$ cat src/design/psmrs_pkg.sv
// constants for the program space map and return stack block
// assumes a single core clock and a byte-wide register port
package psmrs_pkg;

  // ----------------------------------------------------------------
  // widths and stack geometry
  // ----------------------------------------------------------------
  localparam int PC_W = 21;
  localparam int SP_W = 5;
  localparam int STACK_DEPTH = 31;
  localparam logic [4:0] SP_EMPTY = 5'h00;
  localparam logic [4:0] SP_FULL = 5'h1f;
  localparam logic [4:0] SP_LAST_FREE = 5'h1e;

  // ----------------------------------------------------------------
  // program space addresses
  // ----------------------------------------------------------------
  localparam logic [20:0] RESET_VECTOR = 21'h000000;
  localparam logic [20:0] IRQ_HIGH_VECTOR = 21'h000008;
  localparam logic [20:0] IRQ_LOW_VECTOR = 21'h000018;
  localparam logic [20:0] FLASH_TOP_32K = 21'h007fff;
  localparam logic [20:0] FLASH_TOP_64K = 21'h00ffff;
  localparam logic [20:0] FLASH_TOP_128K = 21'h01ffff;
  localparam logic [20:0] BOOT_TOP_SMALL = 21'h0007ff;
  localparam logic [20:0] BOOT_TOP_LARGE = 21'h0001ff;

  // ----------------------------------------------------------------
  // memory mode codes, two low bits of the config byte
  // ----------------------------------------------------------------
  typedef enum logic [1:0] {
    PSMRS_EXTENDED_MIXED_MODE = 2'b00,
    PSMRS_BOOT_BLOCK_EXTERNAL_MODE = 2'b01,
    PSMRS_EXTERNAL_ONLY_MODE = 2'b10,
    PSMRS_INTERNAL_ONLY_MODE = 2'b11
  } psmrs_mode_e;

  // ----------------------------------------------------------------
  // register offsets and fields
  // ----------------------------------------------------------------
  localparam logic [3:0] REG_STACK_TOP_LOW = 4'h0;
  localparam logic [3:0] REG_STACK_TOP_HIGH = 4'h1;
  localparam logic [3:0] REG_STACK_TOP_UPPER = 4'h2;
  localparam logic [3:0] REG_RETURN_STACK_POINTER = 4'h3;
  localparam logic [3:0] REG_MEMORY_BUS_CONTROL = 4'h4;
  localparam logic [3:0] REG_PROGRAM_SPACE_CONFIG = 4'h5;
  localparam int CFG_WAIT_DISABLE_BIT = 7;
  localparam int PTR_FULL_BIT = 7;
  localparam int PTR_UNDERFLOW_BIT = 6;
  localparam int WAIT_COUNT_LSB = 4;
  localparam logic [7:0] MEMCTL_RESET = 8'h00;
  localparam logic [1:0] NO_WAIT = 2'h0;

endpackage
$ cat src/design/psmrs_addr_map.sv
// address router: decides where one program space access goes
// assumes mode and limits are stable, sampled at reset by the parent
`timescale 1ns/1ps
`default_nettype none
module psmrs_addr_map
  import psmrs_pkg::*;
(
  input wire logic [1:0] i_mode,
  input wire logic [20:0] i_addr,
  input wire logic [20:0] i_flash_top,
  input wire logic [20:0] i_boot_top,
  output logic o_to_int,
  output logic o_to_ext,
  output logic o_zero_fill
);

  // ----------------------------------------------------------------
  // mode decode
  // ----------------------------------------------------------------
  // every 21-bit address lands somewhere: flash, external or zero
  always_comb
  begin
    o_to_int = 1'b0;
    o_to_ext = 1'b0;
    o_zero_fill = 1'b0;
    case (i_mode)
      PSMRS_EXTERNAL_ONLY_MODE:
      begin
        o_to_ext = 1'b1;
      end
      PSMRS_BOOT_BLOCK_EXTERNAL_MODE:
      begin
        o_to_int = (i_addr <= i_boot_top);
        o_to_ext = (i_addr > i_boot_top);
      end
      PSMRS_INTERNAL_ONLY_MODE:
      begin
        o_to_int = (i_addr <= i_flash_top);
        o_zero_fill = (i_addr > i_flash_top);
      end
      default:
      begin
        o_to_int = (i_addr <= i_flash_top);
        o_to_ext = (i_addr > i_flash_top);
      end
    endcase
  end

endmodule
`default_nettype wire

$ cat src/design/psmrs_core.sv
// program space map and hardware return address stack
// assumes the sequencer issues one-cycle push/pop strobes and that
// program memories answer a request in the same cycle it stands
//
// Operation
// - 21-bit byte space, unimplemented reads give zero
// - start at 0000h, vectors 0008h and 0018h
// - two-bit setting picks one of four modes
// - external-only mode routes everything off chip
// - boot block low, external above it
// - internal-only never uses bus, zero above flash
// - extended mode: flash bottom, external above
// - data RAM and EEPROM untouched by mode
// - config bit 7 disables or enables bus waits
// - program and data buses are separate
// - calls and interrupts push, returns pop
// - counter latch registers untouched by stack ops
// - 31 entries of 21 bits, 5-bit pointer
// - pointer zero has no entry, empty only
// - push: increment pointer, then write entry
// - pop: read entry, then decrement pointer
// - stack outside memory spaces, software visible
// - three top-of-stack bytes replace selected entry
// - flags show stack at or past capacity
// - interrupt wake pushes pc and vectors
// - full on 31st push, optional fault reset
// - empty pop gives zero, underflow, optional reset
// - flags clear by software zero or power-on
//
// Design decisions made here: the placing of the registers and strobed register access.
`timescale 1ns/1ps
`default_nettype none
module psmrs_core
  import psmrs_pkg::*;
#(
  parameter int FLASH_KBYTES = 32,
  parameter bit HAS_EXT_BUS = 1'b1
)
(
  input wire logic i_core_clk,
  input wire logic i_reset,
  input wire logic i_por,
  input wire logic [7:0] i_program_space_config_byte,
  input wire logic i_stack_fault_reset_enable,
  input wire logic i_push,
  input wire logic i_pop,
  input wire logic [20:0] i_pc,
  input wire logic i_irq_ack,
  input wire logic i_irq_high,
  input wire logic i_acc_req,
  input wire logic i_acc_write,
  input wire logic [20:0] i_acc_addr,
  input wire logic [15:0] i_int_rdata,
  input wire logic [15:0] i_ext_rdata,
  input wire logic [3:0] i_reg_addr,
  input wire logic [7:0] i_reg_wdata,
  input wire logic i_reg_wr,
  input wire logic i_reg_rd,
  output logic [7:0] o_reg_rdata,
  output logic o_pc_load,
  output logic [20:0] o_pc_target,
  output logic o_stack_fault_reset,
  output logic o_int_req,
  output logic o_ext_req,
  output logic o_mem_write,
  output logic [20:0] o_mem_addr,
  output logic [1:0] o_wait_count,
  output logic o_rdata_valid,
  output logic [15:0] o_rdata
);

  // ----------------------------------------------------------------
  // elaboration checks and part limits
  // ----------------------------------------------------------------
  if (FLASH_KBYTES != 32 && FLASH_KBYTES != 64 && FLASH_KBYTES != 128)
  begin : g_bad_size
    $error("FLASH_KBYTES must be 32, 64 or 128");
  end

  localparam logic [20:0] FLASH_TOP = (FLASH_KBYTES == 32) ? FLASH_TOP_32K :
    (FLASH_KBYTES == 64) ? FLASH_TOP_64K : FLASH_TOP_128K;
  // small parts carry a bigger boot block than the larger ones
  localparam logic [20:0] BOOT_TOP = (FLASH_KBYTES == 32) ? BOOT_TOP_SMALL : BOOT_TOP_LARGE;

  // merge one byte of a 21-bit entry, used for all three top bytes
  function automatic logic [20:0] merge_byte(input logic [20:0] old_val,
    input logic [1:0] lane, input logic [7:0] data);
    logic [20:0] res;
    res = old_val;
    case (lane)
      2'd0: res[7:0] = data;
      2'd1: res[15:8] = data;
      default: res[20:16] = data[4:0];
    endcase
    return res;
  endfunction

  // ----------------------------------------------------------------
  // configuration capture
  // ----------------------------------------------------------------
  logic [1:0] cfg_mode_ff;
  logic cfg_wait_dis_ff;
  logic cfg_fault_rst_ff;
  logic [1:0] eff_mode;

  // sampled while reset is held so routing never shifts mid-fetch
  always_ff @(posedge i_core_clk)
  begin
    if (i_reset)
    begin
      cfg_mode_ff <= i_program_space_config_byte[1:0];
      cfg_wait_dis_ff <= i_program_space_config_byte[CFG_WAIT_DISABLE_BIT];
      cfg_fault_rst_ff <= i_stack_fault_reset_enable;
    end
  end

  // parts without a bus have only the internal mode
  assign eff_mode = HAS_EXT_BUS ? cfg_mode_ff : PSMRS_INTERNAL_ONLY_MODE;

  // ----------------------------------------------------------------
  // stack control decode
  // ----------------------------------------------------------------
  logic [4:0] sp_ff;
  logic [20:0] stack_ff [1:STACK_DEPTH];
  logic full_ff;
  logic unf_ff;
  logic [7:0] memctl_ff;
  logic at_empty;
  logic at_full;
  logic do_push;
  logic do_pop;
  logic [4:0] sp_up;
  logic [20:0] tos;
  logic set_full;
  logic set_unf;
  logic wr_ptr;
  logic wr_tos;
  logic [1:0] tos_lane;

  assign at_empty = (sp_ff == SP_EMPTY);
  assign at_full = (sp_ff == SP_FULL);
  // interrupt acknowledge and wake both push like a call
  assign do_push = i_push | i_irq_ack;
  // a push in the same cycle wins; the sequencer never issues both
  assign do_pop = i_pop & ~do_push;
  assign sp_up = sp_ff + 5'h01;
  assign tos = at_empty ? 21'h000000 : stack_ff[sp_ff];
  assign set_full = do_push & (sp_ff >= SP_LAST_FREE);
  assign set_unf = do_pop & at_empty;
  assign wr_ptr = i_reg_wr & (i_reg_addr == REG_RETURN_STACK_POINTER);
  assign wr_tos = i_reg_wr & (i_reg_addr == REG_STACK_TOP_LOW ||
    i_reg_addr == REG_STACK_TOP_HIGH || i_reg_addr == REG_STACK_TOP_UPPER);
  assign tos_lane = i_reg_addr[1:0];

  // ----------------------------------------------------------------
  // stack pointer
  // ----------------------------------------------------------------
  // a push or pop that moves the pointer beats a software pointer write in the same cycle
  always_ff @(posedge i_core_clk)
  begin
    if (i_reset)
      sp_ff <= SP_EMPTY;
    else if (do_push && !at_full)
      sp_ff <= sp_up;
    else if (do_pop && !at_empty)
      sp_ff <= sp_ff - 5'h01;
    else if (wr_ptr)
      sp_ff <= i_reg_wdata[4:0];
  end

  // ----------------------------------------------------------------
  // stack storage
  // ----------------------------------------------------------------
  // a push never overwrites entry 31 once the stack is full
  always_ff @(posedge i_core_clk)
  begin
    if (do_push && !at_full)
      stack_ff[sp_up] <= i_pc;
    else if (wr_tos && !at_empty && !do_pop)
      stack_ff[sp_ff] <= merge_byte(stack_ff[sp_ff], tos_lane, i_reg_wdata);
  end

  // ----------------------------------------------------------------
  // full and underflow flags
  // ----------------------------------------------------------------
  // of the resets only power-on clears them; set beats a software clear
  always_ff @(posedge i_core_clk)
  begin
    if (i_reset)
    begin
      if (i_por)
      begin
        full_ff <= 1'b0;
        unf_ff <= 1'b0;
      end
    end
    else
    begin
      if (set_full)
        full_ff <= 1'b1;
      else if (wr_ptr && !i_reg_wdata[PTR_FULL_BIT])
        full_ff <= 1'b0;
      if (set_unf)
        unf_ff <= 1'b1;
      else if (wr_ptr && !i_reg_wdata[PTR_UNDERFLOW_BIT])
        unf_ff <= 1'b0;
    end
  end

  // ----------------------------------------------------------------
  // fault reset request
  // ----------------------------------------------------------------
  // the system turns this pulse into a non-power-on reset, so the
  // pointer returns to zero while the flags survive
  always_ff @(posedge i_core_clk)
  begin
    if (i_reset)
      o_stack_fault_reset <= 1'b0;
    else
      o_stack_fault_reset <= cfg_fault_rst_ff & (set_full | set_unf);
  end

  // ----------------------------------------------------------------
  // program counter load
  // ----------------------------------------------------------------
  logic boot_pending_ff;

  always_ff @(posedge i_core_clk)
  begin
    if (i_reset)
      boot_pending_ff <= 1'b1;
    else
      boot_pending_ff <= 1'b0;
  end

  // the counter latch registers live outside and are never driven here
  always_ff @(posedge i_core_clk)
  begin
    if (i_reset)
    begin
      o_pc_load <= 1'b0;
      o_pc_target <= RESET_VECTOR;
    end
    else if (boot_pending_ff)
    begin
      o_pc_load <= 1'b1;
      o_pc_target <= RESET_VECTOR;
    end
    else if (i_irq_ack)
    begin
      o_pc_load <= 1'b1;
      o_pc_target <= i_irq_high ? IRQ_HIGH_VECTOR : IRQ_LOW_VECTOR;
    end
    else if (do_pop)
    begin
      o_pc_load <= 1'b1;
      o_pc_target <= tos;
    end
    else
    begin
      o_pc_load <= 1'b0;
    end
  end

  // ----------------------------------------------------------------
  // memory bus control register
  // ----------------------------------------------------------------
  always_ff @(posedge i_core_clk)
  begin
    if (i_reset)
      memctl_ff <= MEMCTL_RESET;
    else if (i_reg_wr && i_reg_addr == REG_MEMORY_BUS_CONTROL)
      memctl_ff <= i_reg_wdata;
  end

  // waits apply only when the config bit leaves them enabled
  always_ff @(posedge i_core_clk)
  begin
    if (i_reset)
      o_wait_count <= NO_WAIT;
    else
      o_wait_count <= cfg_wait_dis_ff ? NO_WAIT :
        memctl_ff[WAIT_COUNT_LSB +: 2];
  end

  // ----------------------------------------------------------------
  // register read port
  // ----------------------------------------------------------------
  // data stands in the cycle after the strobe only
  always_ff @(posedge i_core_clk)
  begin
    if (i_reset || !i_reg_rd)
      o_reg_rdata <= 8'h00;
    else
    begin
      case (i_reg_addr)
        REG_STACK_TOP_LOW: o_reg_rdata <= tos[7:0];
        REG_STACK_TOP_HIGH: o_reg_rdata <= tos[15:8];
        REG_STACK_TOP_UPPER: o_reg_rdata <= {3'b000, tos[20:16]};
        REG_RETURN_STACK_POINTER: o_reg_rdata <= {full_ff, unf_ff, 1'b0, sp_ff};
        REG_MEMORY_BUS_CONTROL: o_reg_rdata <= memctl_ff;
        REG_PROGRAM_SPACE_CONFIG: o_reg_rdata <= {cfg_wait_dis_ff, 5'h00, eff_mode};
        default: o_reg_rdata <= 8'h00;
      endcase
    end
  end

  // ----------------------------------------------------------------
  // program space routing
  // ----------------------------------------------------------------
  // data RAM and EEPROM sit on their own bus and see no mode gating
  logic map_int;
  logic map_ext;
  logic map_zero;
  logic route_ext_ff;
  logic route_zero_ff;
  logic route_valid_ff;

  psmrs_addr_map u_map (
    .i_mode(eff_mode),
    .i_addr(i_acc_addr),
    .i_flash_top(FLASH_TOP),
    .i_boot_top(BOOT_TOP),
    .o_to_int(map_int),
    .o_to_ext(map_ext),
    .o_zero_fill(map_zero)
  );

  // fetch, table read and table write share one decode
  always_ff @(posedge i_core_clk)
  begin
    if (i_reset)
    begin
      o_int_req <= 1'b0;
      o_ext_req <= 1'b0;
      o_mem_write <= 1'b0;
      o_mem_addr <= RESET_VECTOR;
      route_ext_ff <= 1'b0;
      route_zero_ff <= 1'b0;
      route_valid_ff <= 1'b0;
    end
    else
    begin
      o_int_req <= i_acc_req & map_int;
      o_ext_req <= i_acc_req & map_ext & HAS_EXT_BUS;
      o_mem_write <= i_acc_req & i_acc_write & ~map_zero;
      if (i_acc_req)
        o_mem_addr <= i_acc_addr;
      route_ext_ff <= map_ext;
      route_zero_ff <= map_zero;
      route_valid_ff <= i_acc_req & ~i_acc_write;
    end
  end

  // unimplemented space reads as zero, a no-operation word
  always_ff @(posedge i_core_clk)
  begin
    if (i_reset)
    begin
      o_rdata_valid <= 1'b0;
      o_rdata <= 16'h0000;
    end
    else
    begin
      o_rdata_valid <= route_valid_ff;
      if (route_zero_ff)
        o_rdata <= 16'h0000;
      else if (route_ext_ff)
        o_rdata <= i_ext_rdata;
      else
        o_rdata <= i_int_rdata;
    end
  end

  // software edits of the top entry rely on interrupts being masked
  // by the caller; a push arriving mid-edit would still win

endmodule
`default_nettype wire

$ cat config.mk
export PLATFORM = sky130hd
export DESIGN_NAME = psmrs_core
export DESIGN_NICKNAME = d
export VERILOG_FILES = /design/src/design/psmrs_pkg.sv /design/src/design/psmrs_addr_map.sv /design/src/design/psmrs_core.sv
export SDC_FILE = /design/constraint.sdc
export NUM_CORES = 1
export LEC_CHECK = 0
export BUFFER_PORTS_ARGS = -buffer_cell sky130_fd_sc_hd__buf_2
export CAP_MARGIN = 40
export CORE_MARGIN = 8
export CORE_UTILIZATION = 45
export DETAILED_ROUTE_END_ITERATION = 10
export MAX_ROUTING_LAYER = met4
export PLACE_DENSITY_LB_ADDON = 0.25
export SETUP_SLACK_MARGIN = 0.3
export SYNTH_ARGS = -nofsm -noshare
export SYNTH_HDL_FRONTEND = slang
export SYNTH_HIERARCHICAL = 1
export SYNTH_SLANG_ARGS = --single-unit
$ cat constraint.sdc
create_clock -name i_core_clk -period 3.63 [get_ports i_core_clk]
set_input_delay 0.1815 -clock i_core_clk [delete_from_list [all_inputs] [get_ports i_core_clk]]
set_output_delay 0.1815 -clock i_core_clk [all_outputs]
set_load 0.02 [all_outputs]
Word-level counts from Yosys, hierarchy flattened
Memories as Yosys holds them, arrays and structs flattened. A register that Yosys moved wholly into a read port is not among the register bits.
Index checks and enable logic that the tools add are counted.
{"block": "word_totals", "register_bits": 97, "latch_bits": 0, "ram_bits": 651, "rom_bits": 0, "in_bits": 106, "output_inout_bits": 74, "word_cells": 129, "mem_count": 1}
{"name": "stack_ff", "depth": 31, "width": 21, "rd": 1, "rd_clocked_by_memory_dff": 1, "wr": 1, "line_no": "psmrs_core.sv:124", "text": "logic [20:0] stack_ff [1:STACK_DEPTH];"}
{"block": "op_classes", "addsub": 2, "multipliers": 0, "div_mod_pow": 0, "magnitude_cmp": 5, "n_eq_ne": 11, "shift": 0, "muxes": 42, "n_bitwise": 16, "n_reduce_logical": 30}
{"op": "21-bit 2-to-1 mux", "n": 4}
{"op": "5-bit 2-to-1 mux", "n": 10}
{"op": "8-bit 2-to-1 mux", "n": 6}
{"op": "8-bit one-hot mux with 6 select lines", "n": 1}
{"op": "21-bit by 11-bit > comparator with 1-bit output, second input constant", "n": 1}
{"op": "21-bit by 15-bit > comparator with 1-bit output, second input constant", "n": 1}
{"op": "21-bit by 11-bit less-or-equal comparator with 1-bit output, second input constant", "n": 1}
{"op": "21-bit by 15-bit less-or-equal comparator with 1-bit output, second input constant", "n": 1}
{"op": "21-bit OR reduction", "n": 1}
{"op": "1-bit 2-to-1 mux", "n": 18}
{"op": "16-bit 2-to-1 mux", "n": 1}
{"op": "1-bit AND", "n": 11}
{"op": "3-bit nonzero test", "n": 3}
{"op": "4-bit by 2-bit equality test with 1-bit output, second input constant", "n": 2}
{"op": "4-bit by 3-bit equality test with 1-bit output, second input constant", "n": 2}
{"op": "2-bit OR reduction", "n": 4}
{"op": "1-bit logical AND", "n": 7}
{"op": "1-bit logical NOT", "n": 6}
{"op": "5-bit by 1-bit adder with 5-bit output, second input constant", "n": 1}
{"op": "5-bit equality test, second input constant", "n": 1}
{"op": "5-bit greater-or-equal comparator, second input constant", "n": 1}
{"op": "5-bit logical NOT", "n": 1}
{"op": "5-bit by 1-bit subtractor with 5-bit output, second input constant", "n": 1}
{"op": "2-bit by 1-bit equality test with 1-bit output, second input constant", "n": 2}
{"op": "12 further kinds", "n": 19}

Logic depth before layout (Yosys ltp)
{"block": "logic_depth", "ltp_word": 11, "mapped_depth": 11}

Modules after synthesis
Netlist, hierarchy kept.
{"mod": "psmrs_core", "instances": 1, "cells_each": 1695, "area_each_um2": 29762.3, "seq_area_each_um2": 21650.8}
{"mod": "psmrs_addr_map", "instances": 1, "cells_each": 165, "area_each_um2": 1212.4, "seq_area_each_um2": 0.0}

Worst setup path before layout
OpenSTA, ideal clock, no wires.
{"block": "synth_path", "path_type": "reg2reg", "startpoint": "register sp_ff[0]", "endpoint": "memory stack_ff[10][7], data pin", "setup_time_ns": 0.459, "t_arrival_ns": 3.534, "path_slack_ns": -0.363, "stages_incl_launch_ff": 11, "n_path_buf": 4, "period_less_slack_ns": 3.993, "cell_sequence": "dfxtp_1 clkbuf_1 inv_1 ha_1 or4b_1 clkbuf_1 and4_1 clkbuf_1 nand2_1 clkbuf_1 o31ai_1"}
{"block": "synth_via", "elab_chain_cells": 9}
{"item": "start, declared", "line_no": "psmrs_core.sv:123", "text": "logic [4:0] sp_ff;"}
{"item": "start signal, assigned", "line_no": "psmrs_core.sv:164", "text": "sp_ff <= sp_up;"}
{"item": "start signal, assigned", "line_no": "psmrs_core.sv:166", "text": "sp_ff <= sp_ff - 5'h01;"}
{"item": "start signal, assigned", "line_no": "psmrs_core.sv:168", "text": "sp_ff <= i_reg_wdata[4:0];"}
{"item": "5-bit logical NOT", "line_no": "psmrs_core.sv:140", "text": "assign at_empty = (sp_ff == SP_EMPTY);"}
{"item": "1-bit logical NOT", "line_no": "psmrs_core.sv:179", "text": "else if (wr_tos && !at_empty && !do_pop)"}
{"item": "1-bit logical AND (2 in a row)", "line_no": "psmrs_core.sv:179"}
{"item": "1-bit 2-to-1 mux", "line_no": "psmrs_core.sv:179"}
{"item": "1-bit 2-to-1 mux *", "line_no": "psmrs_core.sv:177", "text": "if (do_push && !at_full)"}
{"item": "1-bit 2-to-1 mux (implied by the code) *", "line_no": "psmrs_core.sv:180", "text": "stack_ff[sp_ff] <= merge_byte(stack_ff[sp_ff], tos_lane, i_reg_wdata);"}
{"item": "21-bit OR reduction (no source line) *"}
{"item": "21-bit 2-to-1 mux (no source line) *"}
{"item": "end, declared", "line_no": "psmrs_core.sv:124"}
Every way passes the cells marked *; elsewhere a longest branch is shown, timed or not.

Worst setup path in the final report
{"block": "layout_path", "startpoint": "register sp_ff[1]", "endpoint": "memory stack_ff[24][11] (enable)"}
{"block": "layout_via", "elab_chain_cells": 9}
{"item": "5-bit logical NOT", "line_no": "psmrs_core.sv:140"}
{"item": "1-bit logical NOT", "line_no": "psmrs_core.sv:179"}
{"item": "1-bit logical AND (2 in a row)", "line_no": "psmrs_core.sv:179"}
{"item": "1-bit 2-to-1 mux", "line_no": "psmrs_core.sv:179"}
{"item": "1-bit 2-to-1 mux", "line_no": "psmrs_core.sv:177"}
{"item": "1-bit 2-to-1 mux (implied by the code)", "line_no": "psmrs_core.sv:180"}
{"item": "21-bit OR reduction (no source line)"}
{"item": "5-bit 2-to-1 mux (no source line) / 1-bit 2-to-1 mux (equally long branches)"}
Parallel ways exist; a longest one is shown, timed or not.

==> summary.md <==
| Metric | Value |
|---|---|
| Cell variety after synth | `75` |
| Yosys reg bits | `approximately 750` |
| Initial Util | `between 40% and 50%` |
| Async set-or-reset flop fraction in the synthesized netlist | `0%` |
| TritonRoute pass-1 iters | `5` |
| Max-slew violations | `0` |
| Placed cell area | `roughly 34000 sq um` |
| Status | `finished, final reports clean` |
| DR WL/cell | `about 26 microns` |
| Clock tree buffer depth | `3` |
| Clock skew | `~30 ps` |
| Routed Antenna Nets | `0` |
| PnR worst setup slack | `389 ps` |
| Worst-path clk slew | `60 ps` |
| Rows | `between 90 and 100` |
| RSZ-0062 raised after global routing | `true` |
| Vias in the first global route | `between 15k and 20k` |
| Clock latency on the worst-skew pair | `between 600 and 700 ps` |
| Detailed-route DRC error count | `0` |
| WS Path Type | `reg2reg` |
| Final period util | `approximately nine tenths` |
| Hpwl dp | `~54 mm` |
| Port bufs | `174` |
| Comb power frac | `between 10% and 20%` |
| Die W | `approximately 280 microns` |
| DP Worst Slack | `between 200 and 250 ps` |
| Fin area | `~38000 sq um` |
| Sequential element share of the synthesized area | `between 60% and 70%` |
| Type of the most critical hold path | `in2reg` |
| Peak supply drop | `0.378 mV` |
| RR Startpoint | `sp_ff[1]$_SDFFE_PP0N_` |
| Area growth syn-to-layout | `22.5%` |
| Root Buffer | `clkbuf_16` |
| Die Area | `between 70000 and 80000 sq um` |
| Startpoint class of the critical path | `register` |
| Max_cap viols | `0` |
| Worst hold stages | `3` |
| Switch share | `23.9%` |
| Largest net degree at the start of global routing | `32` |
| DR vias | `18.6k` |
| Initial antenna violation count | `5` |
| Final setup violation count | `0` |
| Total GRT Usage | `between 20% and 30%` |
| Num CTS Buffers | `between 70 and 80` |
| I/O pin count | `180` |
| Power Density | `roughly 520 nW/um^2` |
| Fin nets | `approximately 2.5k` |
| Mapped Cells | `1860` |
| Worst hold slack | `around 44 ps` |
| Routed WL | `between 80 and 90 mm` |
| Post-synth EDFFs | `roughly 660` |
| R2R depth | `10` |
| Post-Syn Area | `just over 30000 sq um` |
| Syn_area_per_cell | `approximately 17 sq um` |
| Core area | `approximately 68000 sq um` |
| Critical path peak fanout | `21` |
| Sequential Power Share | `about half` |
| Avg Vias per Cell | `roughly 5.7` |
| Layout cells sized above 1 | `roughly 28%` |
| Grt ovf | `0` |
| Critical Path Sink Type | `register` |
| Minimum clock period | `~3200 ps` |
| Sw Pwr | `4.72 mW` |
| Die extent in y | `between 200 and 300 microns` |
| Dominant synthesized flop cell | `edfxtp_1` |
| Leakage Power | `13.3 nW` |
| Hold-critical path endpoint | `stack_ff[4][1]$_DFFE_PP_` |
| Drt initial violations | `1851` |
| Fmax | `between 300 and 400 MHz` |
| # clock sinks | `roughly 750` |
| CP required | `slightly below 4000 ps` |
| Clock power frac | `around two fifths` |
| H-tree Lvls | `3` |
| GPL Wtd Cong | `0.868` |
| Worst hold path startpoint | `i_pc[1]` |
| Final core occ | `about 56%` |
| Pint | `between 15 and 20 mW` |
| TritonCTS clock tree | `built` |
| Register-to-Register Setup Slack | `roughly 400 ps` |
| Wire length of the first global-routing pass | `around 120 mm` |
| Fill count | `about 5.3k` |
| Warnings from Yosys | `6` |
| Relative slew margins | `37.4%` |
| RR Endpoint | `stack_ff[24][11]$_DFFE_PP_` |
| Crit path DAT | `about 3600 ps` |
| TNS Setup | `0 ps` |
| Worst-Margin Slew | `approximately 940 ps` |
| Final Hold Vio Count | `0` |
==> registers in the layout, summed over array words and instances (netlist names), 2 cells and up, named ones only <==
signal        flops
cfg_mode_ff       2
memctl_ff         8
o_mem_addr       21
o_pc_target      21
o_rdata          16
o_reg_rdata       8
o_wait_count      2
sp_ff             5
stack_ff        651
==> what timing repair did <==
action                     CTS  global route
hold endpoints to repair    79             0
buffers inserted             1            22
setup endpoints to repair   62           397
hold buffers                82             0
resized for setup            1             7
==> critical path, cell delays in order (launching register included) <==
cell,delay [ps]
dfxtp_1,320
buf_4,160
inv_1,180
ha_1,200
or4b_1,460
and4_1,240
a21oi_2,220
xor2_1,320
o21ai_1,310
nor2_2,250
buf_12,240
==> Yosys cell counts (all sizes together) (34+ instances only) <==
| cell type | n | area share (%) |
|---|---|---|
| inv | 53 | 0.64 |
| mux4 | 132 | 9.6 |
| nand2 | 76 | 0.92 |
| ha | 51 | 2.1 |
| nor2 | 135 | 1.6 |
| o21ai | 41 | 0.66 |
| clkbuf | 43 | 0.52 |
| buf | 59 | 1.3 |
| dfxtp | 96 | 6.2 |
| mux2i | 120 | 3.9 |
| nand3 | 34 | 0.57 |
| a21oi | 83 | 1.4 |
| edfxtp | 657 | 64 |
==> metrics by stage <==
step	std cells	total power [mW]
finish	3254	19.7
global route	3254	20.4
CTS	3227	19.8
detailed placement	3004	12.0
global placement	2991	11.9
floorplan	1900	11.1
==> per-layer routing <==
| metal | up-vias | GRT usage, % | wire length, microns |
|---|---|---|---|
| li1 | 8226 | - | - |
| met1 | 9528 | 28.2 | 35200 |
| met2 | 743 | 33.9 | 40300 |
| met3 | 151 | 5.10 | 6390 |
| met4 | 0 | 7.39 | 2310 |
| met5 | - | - | 0 |
==> cells by family after synthesis <==
kind of cell               after synthesis  synth area share (%)
DFF                                    753                  69.9
and+or+nand+nor                        363                  5.75
AOI/OAI and AO/OA                      268                  5.72
muxes                                  263                  13.9
buffers and inverters                  155                  2.49
adders and majority gates               51                  2.06
xor gates and xnor gates                 5                 0.141
other                                    2                0.0242
==> how the worst max path moves through the flow <==
stage	start	to	slack, ps	cells past startpoint
after floorplan	sp_ff[0]$_SDFFE_PP0N_	stack_ff[10][10]$_DFFE_PP_	-220	10
after global placement	register	stack_ff[29][7]$_DFFE_PP_	150	9
after detailed placement	register	stack_ff[15][4]$_DFFE_PP_	210	9
after CTS	register	stack_ff[8][4]$_DFFE_PP_	330	9
after global routing	sp_ff[1]$_SDFFE_PP0N_	stack_ff[5][20]$_DFFE_PP_	270	10
final	sp_ff[1]$_SDFFE_PP0N_	stack_ff[24][11]$_DFFE_PP_	390	10
==> placed cells by master (no fill, tap or decap), types with 17 or more instances in the layout <==
master         count
a22oi_1           32
clkbuf_16         79
ha_1              51
inv_1             53
nor2_1           112
buf_4            126
conb_1            42
o21ai_0           19
nand2_1           76
a211oi_1          28
edfxtp_1         657
nor3_1            21
nand3_1           33
clkbuf_1          17
a21oi_1           77
buf_12            30
nor2b_1           17
dfxtp_1           92
dlygate4sd3_1     82
buf_2            176
mux2i_1          120
mux4_2           129
==> layout make-up <==
class,count,area [sq um],share of cell area [%]
Antenna cell,5,12.5,0.0330
Clock buffer,100,2090,5.50
Clock inverter,40,393,1.04
Inverter,53,199,0.524
Multi-Input combinational cell,992,9000,23.7
Sequential cell,753,21700,57.1
Tap cell,882,1100,2.91
Timing Repair Buffer,429,3500,9.21
==> power by group through the flow <==
| stage | Combinational [mW] | Clock, mW | Sequential (mW) |
|---|---|---|---|
| after floorplan | 1.26 | 0 | 9.89 |
| after global placement | 2.00 | 0 | 9.89 |
| after detailed placement | 2.07 | 0 | 9.90 |
| after CTS | 2.17 | 7.93 | 9.71 |
| after global routing | 2.39 | 8.26 | 9.71 |
| final | 2.24 | 7.79 | 9.70 |
(Power assumes the default switching activity.)
